===== src/rtl/sac_pkg.sv =====
/*
  Shared constants and types for the successive-approximation converter
  control block: register byte offsets, field positions, reset values,
  channel codes, reference codes and the sequencer state type.
  Assumes a 32-bit Avalon-MM register bus with byte addresses.
*/
package sac_pkg;

  // --------------------------------------------------------------
  // Widths
  // --------------------------------------------------------------
  localparam int RES_W = 10;
  localparam int DATA_W = 32;
  localparam int ADDR_W = 5;
  localparam int CHS_W = 6;

  // --------------------------------------------------------------
  // Register byte offsets
  // --------------------------------------------------------------
  localparam logic [4:0] OFF_CTRL_FIRST = 5'h00;
  localparam logic [4:0] OFF_CTRL_SECOND = 5'h04;
  localparam logic [4:0] OFF_RESULT_HIGH = 5'h08;
  localparam logic [4:0] OFF_RESULT_LOW = 5'h0c;
  localparam logic [4:0] OFF_FLAG = 5'h10;
  localparam logic [4:0] OFF_IRQ_EN = 5'h14;
  localparam logic [4:0] OFF_IRQ_CTRL = 5'h18;

  // --------------------------------------------------------------
  // Field positions
  // --------------------------------------------------------------
  localparam int POWER_BIT = 0;
  localparam int GO_BIT = 1;
  localparam int CHS_LSB = 2;
  localparam int PREF_LSB = 0;
  localparam int NREF_BIT = 2;
  localparam int CLKSEL_LSB = 4;
  localparam int JUSTIFY_BIT = 7;
  localparam int DONE_FLAG_BIT = 0;
  localparam int DONE_IEN_BIT = 0;
  localparam int PERIPHERAL_IRQ_ENABLE_BIT = 6;
  localparam int GIE_BIT = 7;

  // --------------------------------------------------------------
  // Reset values
  // --------------------------------------------------------------
  localparam logic [5:0] CHS_RST = 6'h00;
  localparam logic [1:0] PREF_RST = 2'h0;
  localparam logic [2:0] CLKSEL_RST = 3'h0;
  localparam logic [31:0] RDATA_UNMAPPED = 32'h00000000;

  // --------------------------------------------------------------
  // Reference select codes
  // --------------------------------------------------------------
  localparam logic [1:0] PREF_SUPPLY = 2'h0;
  localparam logic [1:0] PREF_PIN = 2'h1;
  localparam logic [1:0] PREF_FVR_2V048 = 2'h2;
  localparam logic [1:0] PREF_FVR_4V096 = 2'h3;

  // Low two clock-select bits both set pick the RC oscillator
  localparam logic [1:0] CLKSEL_RC_LOW = 2'h3;

  // --------------------------------------------------------------
  // Channel codes
  // --------------------------------------------------------------
  localparam logic [5:0] CH_PORTA_BASE = 6'h00;
  localparam logic [5:0] CH_PORTB_BASE = 6'h08;
  localparam logic [5:0] CH_PORTC_BASE = 6'h10;
  localparam logic [5:0] CH_GROUND = 6'h3b;
  localparam logic [5:0] CH_TEMP = 6'h3c;
  localparam logic [5:0] CH_DAC = 6'h3d;
  localparam logic [5:0] CH_FVR = 6'h3e;
  localparam int PORTA_COUNT = 6;

  // --------------------------------------------------------------
  // Timing
  // --------------------------------------------------------------
  localparam int CLK_PERIOD_NS = 50;
  localparam int INSTR_NS = 200;
  localparam int INSTR_CYCLES = (INSTR_NS + CLK_PERIOD_NS - 1) / CLK_PERIOD_NS;
  localparam int SETUP_HALVES = 3;

  // --------------------------------------------------------------
  // Sequencer states
  // --------------------------------------------------------------
  typedef enum logic [2:0] {
    SAC_IDLE = 3'b001,
    SAC_DELAY = 3'b010,
    SAC_CONV = 3'b100
  } sac_state_e;

endpackage


===== src/rtl/sac_clkdiv.sv =====
/*
  Conversion clock enable generator. Emits one pulse per half bit period,
  from the system clock divided per the select field, or from the RC tick.
  Assumes rc_half_tick is a one-cycle pulse synchronous to clk_sys.
*/
`timescale 1ns/1ps
module sac_clkdiv (
  input wire logic clk_sys,
  input wire logic reset,
  input wire logic run,
  input wire logic [2:0] clk_select,
  input wire logic rc_half_tick,
  output logic half_tick
);

  logic [5:0] cnt_reg;
  logic [5:0] cnt_next;
  logic tick_reg;
  logic tick_next;
  logic [5:0] half_len;
  logic [2:0] expo;

  // Divider count in system cycles; tracks any system clock change
  always_comb
  begin
    expo = {sel_hi(clk_select), clk_select[2]};
    half_len = 6'h01 << expo;
    cnt_next = cnt_reg;
    tick_next = 1'b0;
    if (!run)
    begin
      cnt_next = 6'h00;
    end
    else if (clk_select[1:0] == sac_pkg::CLKSEL_RC_LOW)
    begin
      tick_next = rc_half_tick; // see RULE7
    end
    else if (cnt_reg == half_len - 6'h01)
    begin
      cnt_next = 6'h00;
      tick_next = 1'b1; // see RULE10
    end
    else
    begin
      cnt_next = cnt_reg + 6'h01;
    end
  end

  function automatic logic [1:0] sel_hi(input logic [2:0] s);
    sel_hi = s[1:0];
  endfunction

  // Registers
  always_ff @(posedge clk_sys)
  begin
    if (reset)
    begin
      cnt_reg <= 6'h00;
      tick_reg <= 1'b0;
    end
    else
    begin
      cnt_reg <= cnt_next;
      tick_reg <= tick_next;
    end
  end

  assign half_tick = tick_reg;

endmodule


===== src/rtl/sac_sar.sv =====
/*
  Successive-approximation engine. Runs 1.5 bit periods of setup, then
  resolves one bit per two half ticks, most significant bit first.
  Assumes comp_high is synchronous and means input is at or above trial.
*/
`timescale 1ns/1ps
module sac_sar #(
  parameter int WIDTH = 10
) (
  input wire logic clk_sys,
  input wire logic reset,
  input wire logic half_tick,
  input wire logic start,
  input wire logic abort,
  input wire logic comp_high,
  output logic busy,
  output logic done,
  output logic [WIDTH-1:0] code
);

  localparam int TOTAL = sac_pkg::SETUP_HALVES + 2 * WIDTH;

  initial
  begin
    if (WIDTH < 2 || WIDTH > 12)
    begin
      $error("sac_sar: WIDTH out of range");
    end
  end

  logic busy_reg;
  logic busy_next;
  logic done_reg;
  logic done_next;
  logic [4:0] cnt_reg;
  logic [4:0] cnt_next;
  logic [WIDTH-1:0] code_reg;
  logic [WIDTH-1:0] code_next;

  // Trial bit set at even offsets, decided two half ticks later
  always_comb
  begin
    int n;
    int j;
    n = 0;
    j = 0;
    busy_next = busy_reg;
    done_next = 1'b0;
    cnt_next = cnt_reg;
    code_next = code_reg;
    if (abort)
    begin
      busy_next = 1'b0;
    end
    else if (start)
    begin
      busy_next = 1'b1;
      cnt_next = 5'h00;
      code_next = '0;
    end
    else if (busy_reg && half_tick)
    begin
      n = int'(cnt_reg) + 1;
      cnt_next = 5'(n);
      if (n >= sac_pkg::SETUP_HALVES && ((n - sac_pkg::SETUP_HALVES) % 2) == 0)
      begin
        j = (n - sac_pkg::SETUP_HALVES) / 2;
        if (j > 0 && !comp_high)
        begin
          code_next[WIDTH-j] = 1'b0; // see RULE1
        end
        if (j < WIDTH)
        begin
          code_next[WIDTH-1-j] = 1'b1;
        end
      end
      if (n == TOTAL)
      begin
        busy_next = 1'b0;
        done_next = 1'b1; // see RULE8
      end
    end
  end

  // Registers
  always_ff @(posedge clk_sys)
  begin
    if (reset)
    begin
      busy_reg <= 1'b0;
      done_reg <= 1'b0;
      cnt_reg <= 5'h00;
      code_reg <= '0;
    end
    else
    begin
      busy_reg <= busy_next;
      done_reg <= done_next;
      cnt_reg <= cnt_next;
      code_reg <= code_next;
    end
  end

  assign busy = busy_reg;
  assign done = done_reg;
  assign code = code_reg;

endmodule


===== src/rtl/sac_top.sv =====
/*
  Control logic for a 10-bit successive-approximation converter: register
  file on Avalon-MM, input and reference selection, conversion sequencing,
  completion flag, sleep handling and wake signalling.
  Assumes synchronous inputs on clk_sys and an analog comparator whose
  decision is valid one half bit period after the trial code changes.
*/
// Functional notes
// RULE1: Ten-bit result by successive approximation, stored in result register pair.
// RULE2: Six-bit channel field in first control register picks the sampled source.
// RULE3: Sources: six port A, four B, eight C, temperature, DAC, reference, ground.
// RULE4: Software waits a settling delay after changing channel before converting.
// RULE5: Two-bit positive reference field: pin, supply, 2.048V, 4.096V on full parts. Code uses 0 for supply, 1 for pin.
// RULE6: Negative reference bit picks external pin or ground.
// RULE7: Three-bit clock field: divide by 2 to 64, or x11 for RC oscillator.
// RULE8: A whole conversion lasts 11.5 bit periods.
// RULE9: Software keeps the bit period inside the allowed range.
// RULE10: Divided clocks follow system clock changes; RC clock does not.
// RULE11: Conversions run during sleep only with the RC clock selected.
// RULE12: Done flag sets at every completion, regardless of interrupt enable.
// RULE13: Hardware never clears the done flag; software does.
// RULE14: Enabled completion in sleep wakes the device.
// RULE15: Wake resumes in-line with global enable clear, vectors with all set.
// RULE16: Justify bit picks left or right placement of the result.
// RULE17: Software waits sensor acquisition time after selecting temperature channel.
// RULE18: Software selects ground before moving to a lower-voltage channel.
// RULE19: Power only while enabled; start cannot be set in the enabling write.
// RULE20: Completion clears start bit, sets flag, updates both result registers.
// RULE21: RC start waits one instruction; other clocks abort on sleep.
// RULE22: Right: low ten bits, zero top; left: top eight high, two in low 7:6.
// RULE23: Reserved reference or channel codes keep the previous valid selection.
`timescale 1ns/1ps
module sac_top #(
  parameter int PORTB_COUNT = 4,
  parameter int PORTC_COUNT = 8,
  parameter bit LOW_VOLTAGE = 1'b0,
  parameter int START_DELAY = sac_pkg::INSTR_CYCLES
) (
  input wire logic clk_sys,
  input wire logic reset,
  input wire logic [sac_pkg::ADDR_W-1:0] avs_address,
  input wire logic avs_read,
  input wire logic avs_write,
  input wire logic [31:0] avs_writedata,
  input wire logic [3:0] avs_byteenable,
  output logic [31:0] avs_readdata,
  output logic avs_waitrequest,
  input wire logic sleep_mode,
  input wire logic rc_half_tick,
  input wire logic comp_high,
  output logic [5:0] channel_select,
  output logic [1:0] positive_reference_select,
  output logic negative_reference_select,
  output logic converter_powered,
  output logic sample_connect,
  output logic [sac_pkg::RES_W-1:0] dac_trial_code,
  output logic conversion_active,
  output logic irq_request,
  output logic wake_pulse,
  output logic vector_pulse
);

  initial
  begin
    if (PORTB_COUNT < 0 || PORTB_COUNT > 4 || PORTC_COUNT < 0 || PORTC_COUNT > 8)
    begin
      $error("sac_top: port channel count out of range");
    end
    if (START_DELAY < 1 || START_DELAY > 255)
    begin
      $error("sac_top: START_DELAY out of range");
    end
  end

  // ------------------------------------------------------------------
  // State
  // ------------------------------------------------------------------
  logic waitreq_reg, waitreq_next;
  logic [31:0] rdata_reg, rdata_next;
  logic power_reg, power_next;
  logic go_reg, go_next;
  logic [5:0] chs_reg, chs_next;
  logic [1:0] pref_reg, pref_next;
  logic nref_reg, nref_next;
  logic [2:0] clksel_reg, clksel_next;
  logic justify_reg, justify_next;
  logic [7:0] res_high_reg, res_high_next;
  logic [7:0] res_low_reg, res_low_next;
  logic flag_reg, flag_next;
  logic ien_reg, ien_next;
  logic peripheral_irq_enable_reg, peripheral_irq_enable_next;
  logic gie_reg, gie_next;
  logic sleep_off_reg, sleep_off_next;
  logic irq_reg, irq_next;
  logic wake_reg, wake_next;
  logic vector_reg, vector_next;
  logic powered_reg, powered_next;
  logic sample_reg, sample_next;
  logic [7:0] delay_reg, delay_next;
  sac_pkg::sac_state_e state_reg, state_next;

  logic half_tick;
  logic sar_busy;
  logic sar_done;
  logic [sac_pkg::RES_W-1:0] sar_code;
  logic sar_start;
  logic sar_abort;

  // ------------------------------------------------------------------
  // Submodules
  // ------------------------------------------------------------------
  sac_clkdiv u_clkdiv (
    .clk_sys(clk_sys),
    .reset(reset),
    .run(state_reg == sac_pkg::SAC_CONV),
    .clk_select(clksel_reg),
    .rc_half_tick(rc_half_tick),
    .half_tick(half_tick)
  );

  sac_sar #(
    .WIDTH(sac_pkg::RES_W)
  ) u_sar (
    .clk_sys(clk_sys),
    .reset(reset),
    .half_tick(half_tick),
    .start(sar_start),
    .abort(sar_abort),
    .comp_high(comp_high),
    .busy(sar_busy),
    .done(sar_done),
    .code(sar_code)
  );

  // Valid channel codes only
  function automatic logic chan_ok(input logic [5:0] c);
    chan_ok = (c < sac_pkg::CH_PORTA_BASE + 6'(sac_pkg::PORTA_COUNT)) ||
              (c >= sac_pkg::CH_PORTB_BASE &&
               c < sac_pkg::CH_PORTB_BASE + 6'(PORTB_COUNT)) ||
              (c >= sac_pkg::CH_PORTC_BASE &&
               c < sac_pkg::CH_PORTC_BASE + 6'(PORTC_COUNT)) ||
              c == sac_pkg::CH_GROUND || c == sac_pkg::CH_TEMP ||
              c == sac_pkg::CH_DAC || c == sac_pkg::CH_FVR; // see RULE3
  endfunction

  // ------------------------------------------------------------------
  // Next-state logic
  // ------------------------------------------------------------------
  always_comb
  begin
    logic accept;
    logic wr_lo;
    logic [7:0] wd;
    logic rc_sel;
    logic kill;
    accept = (avs_read || avs_write) && !waitreq_reg;
    wr_lo = avs_write && accept && avs_byteenable[0];
    wd = avs_writedata[7:0];
    rc_sel = (clksel_reg[1:0] == sac_pkg::CLKSEL_RC_LOW);
    kill = 1'b0;
    waitreq_next = 1'b1;
    rdata_next = rdata_reg;
    power_next = power_reg;
    go_next = go_reg;
    chs_next = chs_reg;
    pref_next = pref_reg;
    nref_next = nref_reg;
    clksel_next = clksel_reg;
    justify_next = justify_reg;
    res_high_next = res_high_reg;
    res_low_next = res_low_reg;
    flag_next = flag_reg;
    ien_next = ien_reg;
    peripheral_irq_enable_next = peripheral_irq_enable_reg;
    gie_next = gie_reg;
    sleep_off_next = sleep_off_reg && sleep_mode;
    wake_next = 1'b0;
    vector_next = 1'b0;
    delay_next = delay_reg;
    state_next = state_reg;
    sar_start = 1'b0;

    // Bus: one wait cycle, then the access completes
    if ((avs_read || avs_write) && waitreq_reg)
    begin
      waitreq_next = 1'b0;
    end
    if (avs_read && waitreq_reg)
    begin
      rdata_next = sac_pkg::RDATA_UNMAPPED;
      case (avs_address)
        sac_pkg::OFF_CTRL_FIRST:
        begin
          rdata_next[sac_pkg::POWER_BIT] = power_reg;
          rdata_next[sac_pkg::GO_BIT] = go_reg;
          rdata_next[sac_pkg::CHS_LSB +: sac_pkg::CHS_W] = chs_reg;
        end
        sac_pkg::OFF_CTRL_SECOND:
        begin
          rdata_next[sac_pkg::PREF_LSB +: 2] = pref_reg;
          rdata_next[sac_pkg::NREF_BIT] = nref_reg;
          rdata_next[sac_pkg::CLKSEL_LSB +: 3] = clksel_reg;
          rdata_next[sac_pkg::JUSTIFY_BIT] = justify_reg;
        end
        sac_pkg::OFF_RESULT_HIGH: rdata_next[7:0] = res_high_reg;
        sac_pkg::OFF_RESULT_LOW: rdata_next[7:0] = res_low_reg;
        sac_pkg::OFF_FLAG: rdata_next[sac_pkg::DONE_FLAG_BIT] = flag_reg;
        sac_pkg::OFF_IRQ_EN: rdata_next[sac_pkg::DONE_IEN_BIT] = ien_reg;
        sac_pkg::OFF_IRQ_CTRL:
        begin
          rdata_next[sac_pkg::PERIPHERAL_IRQ_ENABLE_BIT] = peripheral_irq_enable_reg;
          rdata_next[sac_pkg::GIE_BIT] = gie_reg;
        end
        default: rdata_next = sac_pkg::RDATA_UNMAPPED;
      endcase
    end

    // Register writes take effect on the completing edge
    if (wr_lo)
    begin
      case (avs_address)
        sac_pkg::OFF_CTRL_FIRST:
        begin
          power_next = wd[sac_pkg::POWER_BIT];
          if (chan_ok(wd[sac_pkg::CHS_LSB +: sac_pkg::CHS_W]))
          begin
            chs_next = wd[sac_pkg::CHS_LSB +: sac_pkg::CHS_W]; // see RULE2, RULE23
          end
          if (!wd[sac_pkg::GO_BIT] || !wd[sac_pkg::POWER_BIT])
          begin
            go_next = 1'b0;
            kill = 1'b1;
          end
          else if (power_reg && !sleep_off_reg)
          begin
            go_next = 1'b1; // see RULE19
          end
        end
        sac_pkg::OFF_CTRL_SECOND:
        begin
          if (!(LOW_VOLTAGE && wd[sac_pkg::PREF_LSB +: 2] == sac_pkg::PREF_FVR_4V096))
          begin
            pref_next = wd[sac_pkg::PREF_LSB +: 2]; // see RULE5, RULE23
          end
          nref_next = wd[sac_pkg::NREF_BIT]; // see RULE6
          clksel_next = wd[sac_pkg::CLKSEL_LSB +: 3]; // see RULE7
          justify_next = wd[sac_pkg::JUSTIFY_BIT]; // see RULE16
        end
        sac_pkg::OFF_FLAG: flag_next = wd[sac_pkg::DONE_FLAG_BIT];
        sac_pkg::OFF_IRQ_EN: ien_next = wd[sac_pkg::DONE_IEN_BIT];
        sac_pkg::OFF_IRQ_CTRL:
        begin
          peripheral_irq_enable_next = wd[sac_pkg::PERIPHERAL_IRQ_ENABLE_BIT];
          gie_next = wd[sac_pkg::GIE_BIT];
        end
        default: ;
      endcase
    end

    // Sleep with a divided clock aborts and powers down
    if (sleep_mode && !rc_sel && (go_reg || state_reg != sac_pkg::SAC_IDLE))
    begin
      kill = 1'b1;
      go_next = 1'b0;
      sleep_off_next = 1'b1; // see RULE11, RULE21
    end
    else if (sleep_mode && !rc_sel)
    begin
      sleep_off_next = 1'b1;
    end
    sar_abort = kill && !sar_done;

    // Sequencer
    case (state_reg)
      sac_pkg::SAC_IDLE:
      begin
        if (go_reg && !kill && power_reg && !sleep_off_reg)
        begin
          if (rc_sel)
          begin
            delay_next = 8'(START_DELAY - 1);
            state_next = sac_pkg::SAC_DELAY; // see RULE21
          end
          else
          begin
            sar_start = 1'b1;
            state_next = sac_pkg::SAC_CONV;
          end
        end
      end
      sac_pkg::SAC_DELAY:
      begin
        if (kill)
        begin
          state_next = sac_pkg::SAC_IDLE;
        end
        else if (delay_reg == 8'h00)
        begin
          sar_start = 1'b1;
          state_next = sac_pkg::SAC_CONV;
        end
        else
        begin
          delay_next = delay_reg - 8'h01;
        end
      end
      sac_pkg::SAC_CONV:
      begin
        if (sar_done || kill)
        begin
          state_next = sac_pkg::SAC_IDLE;
        end
      end
      default: state_next = sac_pkg::SAC_IDLE;
    endcase

    // Completion: clear start, set flag, store formatted result
    if (sar_done && state_reg == sac_pkg::SAC_CONV)
    begin
      go_next = 1'b0; // see RULE20
      flag_next = 1'b1; // see RULE12, RULE13
      if (justify_reg)
      begin
        res_high_next = {6'h00, sar_code[9:8]}; // see RULE22
        res_low_next = sar_code[7:0];
      end
      else
      begin
        res_high_next = sar_code[9:2]; // see RULE16, RULE22
        res_low_next = {sar_code[1:0], 6'h00};
      end
      if (sleep_mode && ien_reg && peripheral_irq_enable_reg)
      begin
        wake_next = 1'b1; // see RULE14
        vector_next = gie_reg; // see RULE15
      end
      else if (sleep_mode)
      begin
        sleep_off_next = 1'b1;
      end
    end

    irq_next = flag_next && ien_next && peripheral_irq_enable_next && gie_next;
    powered_next = power_next && !sleep_off_next; // see RULE19
    sample_next = powered_next && state_next != sac_pkg::SAC_CONV;
  end

  // ------------------------------------------------------------------
  // Registers
  // ------------------------------------------------------------------
  always_ff @(posedge clk_sys)
  begin
    if (reset)
    begin
      waitreq_reg <= 1'b1;
      rdata_reg <= sac_pkg::RDATA_UNMAPPED;
      power_reg <= 1'b0;
      go_reg <= 1'b0;
      chs_reg <= sac_pkg::CHS_RST;
      pref_reg <= sac_pkg::PREF_RST;
      nref_reg <= 1'b0;
      clksel_reg <= sac_pkg::CLKSEL_RST;
      justify_reg <= 1'b0;
      res_high_reg <= 8'h00;
      res_low_reg <= 8'h00;
      flag_reg <= 1'b0;
      ien_reg <= 1'b0;
      peripheral_irq_enable_reg <= 1'b0;
      gie_reg <= 1'b0;
      sleep_off_reg <= 1'b0;
      irq_reg <= 1'b0;
      wake_reg <= 1'b0;
      vector_reg <= 1'b0;
      powered_reg <= 1'b0;
      sample_reg <= 1'b0;
      delay_reg <= 8'h00;
      state_reg <= sac_pkg::SAC_IDLE;
    end
    else
    begin
      waitreq_reg <= waitreq_next;
      rdata_reg <= rdata_next;
      power_reg <= power_next;
      go_reg <= go_next;
      chs_reg <= chs_next;
      pref_reg <= pref_next;
      nref_reg <= nref_next;
      clksel_reg <= clksel_next;
      justify_reg <= justify_next;
      res_high_reg <= res_high_next;
      res_low_reg <= res_low_next;
      flag_reg <= flag_next;
      ien_reg <= ien_next;
      peripheral_irq_enable_reg <= peripheral_irq_enable_next;
      gie_reg <= gie_next;
      sleep_off_reg <= sleep_off_next;
      irq_reg <= irq_next;
      wake_reg <= wake_next;
      vector_reg <= vector_next;
      powered_reg <= powered_next;
      sample_reg <= sample_next;
      delay_reg <= delay_next;
      state_reg <= state_next;
    end
  end

  // Outputs
  assign avs_waitrequest = waitreq_reg;
  assign avs_readdata = rdata_reg;
  assign channel_select = chs_reg;
  assign positive_reference_select = pref_reg;
  assign negative_reference_select = nref_reg;
  assign converter_powered = powered_reg;
  assign sample_connect = sample_reg;
  assign dac_trial_code = sar_code;
  assign conversion_active = sar_busy;
  assign irq_request = irq_reg;
  assign wake_pulse = wake_reg;
  assign vector_pulse = vector_reg;

endmodule


===== config.mk =====
export PLATFORM = sky130hd
export DESIGN_NAME = sac_top
export DESIGN_NICKNAME = d
export VERILOG_FILES = /design/src/rtl/sac_pkg.sv /design/src/rtl/sac_clkdiv.sv /design/src/rtl/sac_sar.sv /design/src/rtl/sac_top.sv
export SDC_FILE = /design/constraint.sdc
export NUM_CORES = 1
export LEC_CHECK = 0
export BUFFER_PORTS_ARGS = -buffer_cell sky130_fd_sc_hd__buf_2
export CORE_ASPECT_RATIO = 2
export CORE_UTILIZATION = 30
export DETAILED_ROUTE_END_ITERATION = 7
export GPL_ROUTABILITY_DRIVEN = 0
export SKIP_LAST_GASP = 1
export SLEW_MARGIN = 20
export SYNTH_ARGS = -nofsm -noshare
export SYNTH_HDL_FRONTEND = slang
export SYNTH_HIERARCHICAL = 1
export SYNTH_SLANG_ARGS = --single-unit

===== constraint.sdc =====
create_clock -name clk_sys -period 9 [get_ports clk_sys]
set_clock_uncertainty 0.05 [all_clocks]
set_input_delay 0.9 -clock clk_sys [delete_from_list [all_inputs] [get_ports clk_sys]]
set_output_delay 0.9 -clock clk_sys [all_outputs]
set_load 0.005 [all_outputs]

======== After elaboration in Yosys (flattened, before gate mapping) ========
Index checks and enable logic that the tools add are counted.
word-level totals
  register bits ........................... 85
  output and inout port bits .............. 58
  word-level logic and storage cells ...... 218
cells by class
  $add $sub $neg .......................... 8
  $lt $le $gt $ge ......................... 12
  equality and inequality tests ........... 22
  shift operators ......................... 1
  mux-type cells .......................... 69
  bitwise operators ....................... 9
  reduce and logical (&&, ||, !) cells .... 68
operators by type and width
  cell                                                                                   count
  10-bit two-way mux                                                                     9
  32-bit by 1-bit greater-or-equal comparator with 1-bit output (second input constant)  2
  32-bit by 6-bit less-than comparator with 1-bit output (second input constant)         2
  5-bit by 32-bit subtractor with 32-bit output (first input constant)                   2
  8-bit two-way mux                                                                      6
  1-bit two-way mux                                                                      36
  32-bit by 1-bit adder with 32-bit output                                               1
  32-bit by 6-bit == test with 1-bit output (second input constant)                      1
  32-bit by 3-bit greater-or-equal comparator with 1-bit output (second input constant)  1
  32-bit by 1-bit greater-than comparator with 1-bit output (second input constant)      1
  32-bit zero test                                                                       1
  32-bit by 5-bit less-than comparator with 1-bit output (second input constant)         1
  32-bit by 3-bit subtractor with 32-bit output (second input constant)                  1
  1-bit logical AND                                                                      28
  6-bit == test (second input constant)                                                  4
  2-bit one-hot mux with 4 select lines                                                  2
  8-bit one-hot mux with 2 select lines                                                  1
  5-bit == test (second input constant)                                                  3
  3-bit two-way mux                                                                      5
  10-bit bitwise AND                                                                     1
  5-bit by 4-bit == test with 1-bit output (second input constant)                       2
  1-bit logical OR                                                                       10
  5-bit two-way mux                                                                      2
  10-bit NOT                                                                             1
  39 further kinds                                                                       66

======== Longest topological paths before layout ========
  depth in word-level cells ............... 21
  depth in mapped cells ................... 19
  gate-level depth less buffers ........... 17

======== Hierarchy ========
The synthesis kept the hierarchy.
by module, submodules not included
  module      instances  cells an instance  area an instance (um2)  sequential area each (um2)
  sac_top     1          349                3093.0                  1221.2
  sac_sar     1          259                1954.4                  340.3
  sac_clkdiv  1          44                 416.6                   140.1

======== Worst setup path before layout ========
Ideal clock, no wire load.
  path kind ............................... reg-to-reg
  start point ............................. register u_sar.cnt_reg[0]
  end point ............................... register u_sar.code_reg[0] (netlist: u_sar/code[0])
  setup time .............................. 0.130 ns
  arrival ................................. 4.572 ns
  required time ........................... 8.820 ns
  slack ................................... 4.247 ns
  stages on the path, launching flop included .. 15
  path buffers ............................ 1
  clock period less this slack ............ 4.753 ns
  cells stage by stage .................... dfxtp_1 ha_1 buf_4 or2_2 a2111oi_0 ha_1 nor4b_1 nand4_1 or2_2 nand2b_1 or2_2 a2111oi_4 nand2_2 o311ai_1 o31ai_1
between the ends
  cells in the longest elaborated chain, start to end .. 21
  elaborated cells between the ends (all ways) .. 36
  those cells by class .................... add/sub (5); order compare (7); mux (13); bitwise (4); reduce/logical (7)
RTL lines
  element                                                                                                                                                        line                          RTL
  start: declaration                                                                                                                                             sac_sar.sv:35                 logic [4:0] cnt_reg;
  start signal: assignment                                                                                                                                       sac_sar.sv:99                 cnt_reg <= cnt_next;
  5-bit by 1-bit adder with 6-bit output *                                                                                                                       sac_sar.sv:63                 n = int'(cnt_reg) + 1;
  32-bit by 3-bit subtractor with 32-bit output                                                                                                                  sac_sar.sv:65, sac_sar.sv:67
  1-bit bitwise AND (no line)                                                                                                                                    --
  32-bit by 1-bit adder with 32-bit output (no line)                                                                                                             --
  5-bit by 32-bit subtractor with 32-bit output                                                                                                                  sac_sar.sv:70                 code_next[WIDTH-j] = 1'b0;
  32-bit by 1-bit greater-or-equal comparator with 1-bit output (implied by the code) or 32-bit by 6-bit less-than comparator with 1-bit output (tied branches)  sac_sar.sv:70
  1-bit logical AND (implied by the code)                                                                                                                        sac_sar.sv:70
  1-bit two-way mux (implied by the code)                                                                                                                        sac_sar.sv:70
  (+5 left out)                                                                                                                                                  --
  10-bit two-way mux                                                                                                                                             sac_sar.sv:61                 else if (busy_reg && half_tick)
  10-bit two-way mux                                                                                                                                             sac_sar.sv:55                 else if (start)
  10-bit two-way mux                                                                                                                                             sac_sar.sv:51                 if (abort)
  10-bit bitwise OR (no line)                                                                                                                                    --
  10-bit two-way mux                                                                                                                                             sac_sar.sv:72                 if (j < WIDTH)
  10-bit two-way mux                                                                                                                                             sac_sar.sv:65                 if (n >= sac_pkg::SETUP_HALVES && ((n - sac_pkg::SETUP_HALVES) % 2) == 0)
  10-bit two-way mux                                                                                                                                             sac_sar.sv:61
  10-bit two-way mux                                                                                                                                             sac_sar.sv:55
  end signal: assignment                                                                                                                                         sac_sar.sv:100                code_reg <= code_next;
  end: declaration                                                                                                                                               sac_sar.sv:37                 logic [WIDTH-1:0] code_reg;
Every way passes the cells marked *; elsewhere a longest branch is shown, timed or not. The select of a mux whose other input is x is not followed.
A chain may end at the register's enable or synchronous reset.

======== Worst setup path in the final report ========
Same ends and word-level chain as after synthesis.

==> metrics.cfg <==
[clock_tree]
cts_buffers=9
clockRootBuffer=clkbuf_16
cts_resized=0
cts.sinks=85
clock_latency_ns=0.33
cts.path.max_buffers=2
postCtsHoldBufs=0
h-tree-depth=3
cts_setup_buffers=0
cts_tree=built
clkTransAtPathRegs_ns=0.06

[place]
io_buffer_count=54
placedCellCount=895
dp_hpwl_mm=11.95

[synth]
syn_area_um2=5464
synth_edf_count=0
async_reset_ff_share_pct=0
yosysWarnings=6
synth_cells=652
synth_top_area_share_pct=31.14
synth_cell_types=90
synth_area_per_cell_um2=8.380
synth_flop_cell=dfxtp_1
ys_seq_elements=85
yosys.area.top_type=dfxtp_1
yosysSeqAreaShare_pct=31.14
yosys-top-cells-area=dfxtp_1 (31%), a21oi_1 (4.8%), mux2i_1 (4.2%)

[routing]
dr.pass1.iters=4
vias=4970
wire_per_inst_um=16.76
routed_via_density=5.468
drt_iter0_drc=189
ant_nets=0
wl_mm=15.24
route.detailed.drc=0

[run]
cap_violations=0

[worst_setup_path]
reg2reg_slack_ns=3.50
r2r_cells=16
crit_fanout=16
crit_path_start_kind=flop
r2r_end=u_sar/code[0]
r2r-start=u_sar/cnt_reg[0]
cp-end-kind=flop
crit_type=flop to flop
crit_arrival_ns=5.70
worstPathRequired_ns=9.20

[sta]
finalHoldViolations=0
relSlewSlack_pct=47.01
hold_ws_ns=0.3983
fmax_ghz=0.1818
fin_setup_tns_ns=0
tightest_slew_ns=0.7948
post-route-min-period_ns=5.501
rsz0062_at_grt=false
fin_crit_sh_pct=61.12
slew_violations=0
finalSetupViolations=0

[die]
start_util_pct=30.72
io_pins=106
dieArea_um2=18790
fp.dieH_um=192.9
rows=69
fp.dieW_um=97.43
core-area_um2=17780

[final_layout]
synthToLayoutAreaGrowth_pct=11.33
drive_above_1_share_pct=17.24
largest_register_ffs=10
final_cell_mix=dfxtp_1 (85), nor2_1 (61), nand2_1 (55)
fillers=1871
layout_commonest_cell=dfxtp_1
antenna_cells=0
fin_cells=909
nets=757

[global_route]
grt_pass1_vias=4848
grt_pass1_wl_mm=24.26
grt_use_total_pct=16.39
antenna_found_initial=0
grt_overflow=0
grt_max_degree=65

[power]
power.leakage_nw=2.276
pwr_density_cell_nw_per_um2=130.2
vdd_drop_max_uv=87.63

[hold_path]
holdPathEnd=res_high_reg[6]
hold_depth=2
min_path_type=flop to flop
hp-start=res_high_reg[6]

[outcome]
outcome=complete, no violations

==> synth_stat cells, drive strengths merged, types with 7 or more instances <==
master  instances
dfxtp          85
inv            15
nand3          21
mux2           10
nor3           27
nand2b         12
and3            7
o211ai          8
nand3b         10
xor2            9
nand4          12
nor4            9
mux2i          23
clkbuf         15
a22oi           9
nand2          58
a21oi          53
nor2           61
a211oi         11
and2           10
o21ai          33
buf            35
xnor2          12
ha             16
==> kinds of logic (layout without fill, tap and decap cells) <==
logic type / count (synthesis) / after routing / synth area share [%]
AND/OR/NAND/NOR: 265 / 265 / 26.56
AO/OA/AOI/OAI: 166 / 166 / 21.62
flip-flops: 85 / 85 / 31.14
buffers and inverters: 65 / 86 / 7.030
multiplexers: 33 / 33 / 6.274
XOR/XNOR: 21 / 21 / 3.641
adder cells (fa/ha/maj): 16 / 16 / 3.664
other: 1 / 24 / 0.06863
==> metrics by stage <==
| stage | worst slack (ns) | total power (W) | utilization [%] | area, um2 |
|---|---|---|---|---|
| 2_1_floorplan | 4.247 | 0.0004173 | - | 5550 |
| 3_3_place_gp | 3.565 | 0.0004236 | 32.52 | 5783 |
| 3_5_place_dp | 3.579 | 0.0004235 | 32.52 | 5783 |
| 4_1_cts | 3.537 | 0.0008009 | 34.21 | 6083 |
| 5_1_grt | 3.211 | 0.0008171 | 34.21 | 6083 |
| 6_report | 3.499 | 0.0007922 | 34.21 | 6083 |
==> metal layers <==
| layer | track usage, % | share of wire [%] | up-vias |
|---|---|---|---|
| met5 | 0 | 0 | - |
| met4 | 12.05 | 5.9 | 0 |
| met1 | 14.72 | 35 | 2329 |
| met3 | 1.883 | 2.9 | 57 |
| met2 | 32.84 | 57 | 142 |
| li1 | - | - | 2442 |
==> critical path, stage by stage (launching register included) <==
cell and delay, ns:
dfxtp_1 0.67, ha_1 0.47, nand3_1 0.18, xor2_2 0.30, xor2_1 0.45, and2_1 0.41, nand2_1 0.10, ha_1 0.40
nor4b_1 0.37, nand4_1 0.13, or2_2 0.32, nand2b_1 0.24, a21oi_1 0.16, a31oi_1 0.19, a2111oi_4 0.45, nand4_1 0.28
o31ai_1 0.25
==> worst max-delay path by stage <==
| stage | slack, ns | cells after the start | end | startpoint |
|---|---|---|---|---|
| 2_1_floorplan | 4.25 | 14 | u_sar/code[0] | u_sar/cnt_reg[0] |
| 3_3_place_gp | 3.57 | 16 | u_sar/code[4] | u_sar/cnt_reg[0] |
| 3_5_place_dp | 3.58 | 16 | u_sar/code[4] | u_sar/cnt_reg[0] |
| 4_1_cts | 3.54 | 16 | u_sar/code[4] | u_sar/cnt_reg[0] |
| 5_1_grt | 3.21 | 16 | u_sar/code[0] | u_sar/cnt_reg[0] |
| 6_report | 3.50 | 16 | u_sar/code[0] | u_sar/cnt_reg[0] |
==> where the power goes <==
part           total [W]  switching [W]  internal, W
Combinational  0.0000355      0.0000250    0.0000106
Clock           0.000377       0.000142     0.000235
Sequential      0.000380     0.00000157     0.000378
Total           0.000792       0.000168     0.000624
==> area by class of cell <==
type	instances	area, um2	area share [%]
clock buffer	13	270.3	4.443
clock inverter	1	30.03	0.4936
inverter	15	56.30	0.9255
multi-input combinational	525	3466	56.97
sequential	85	1702	27.97
tap	213	266.5	4.381
timing repair buffer	57	292.8	4.813
(Power assumes the default switching activity.)
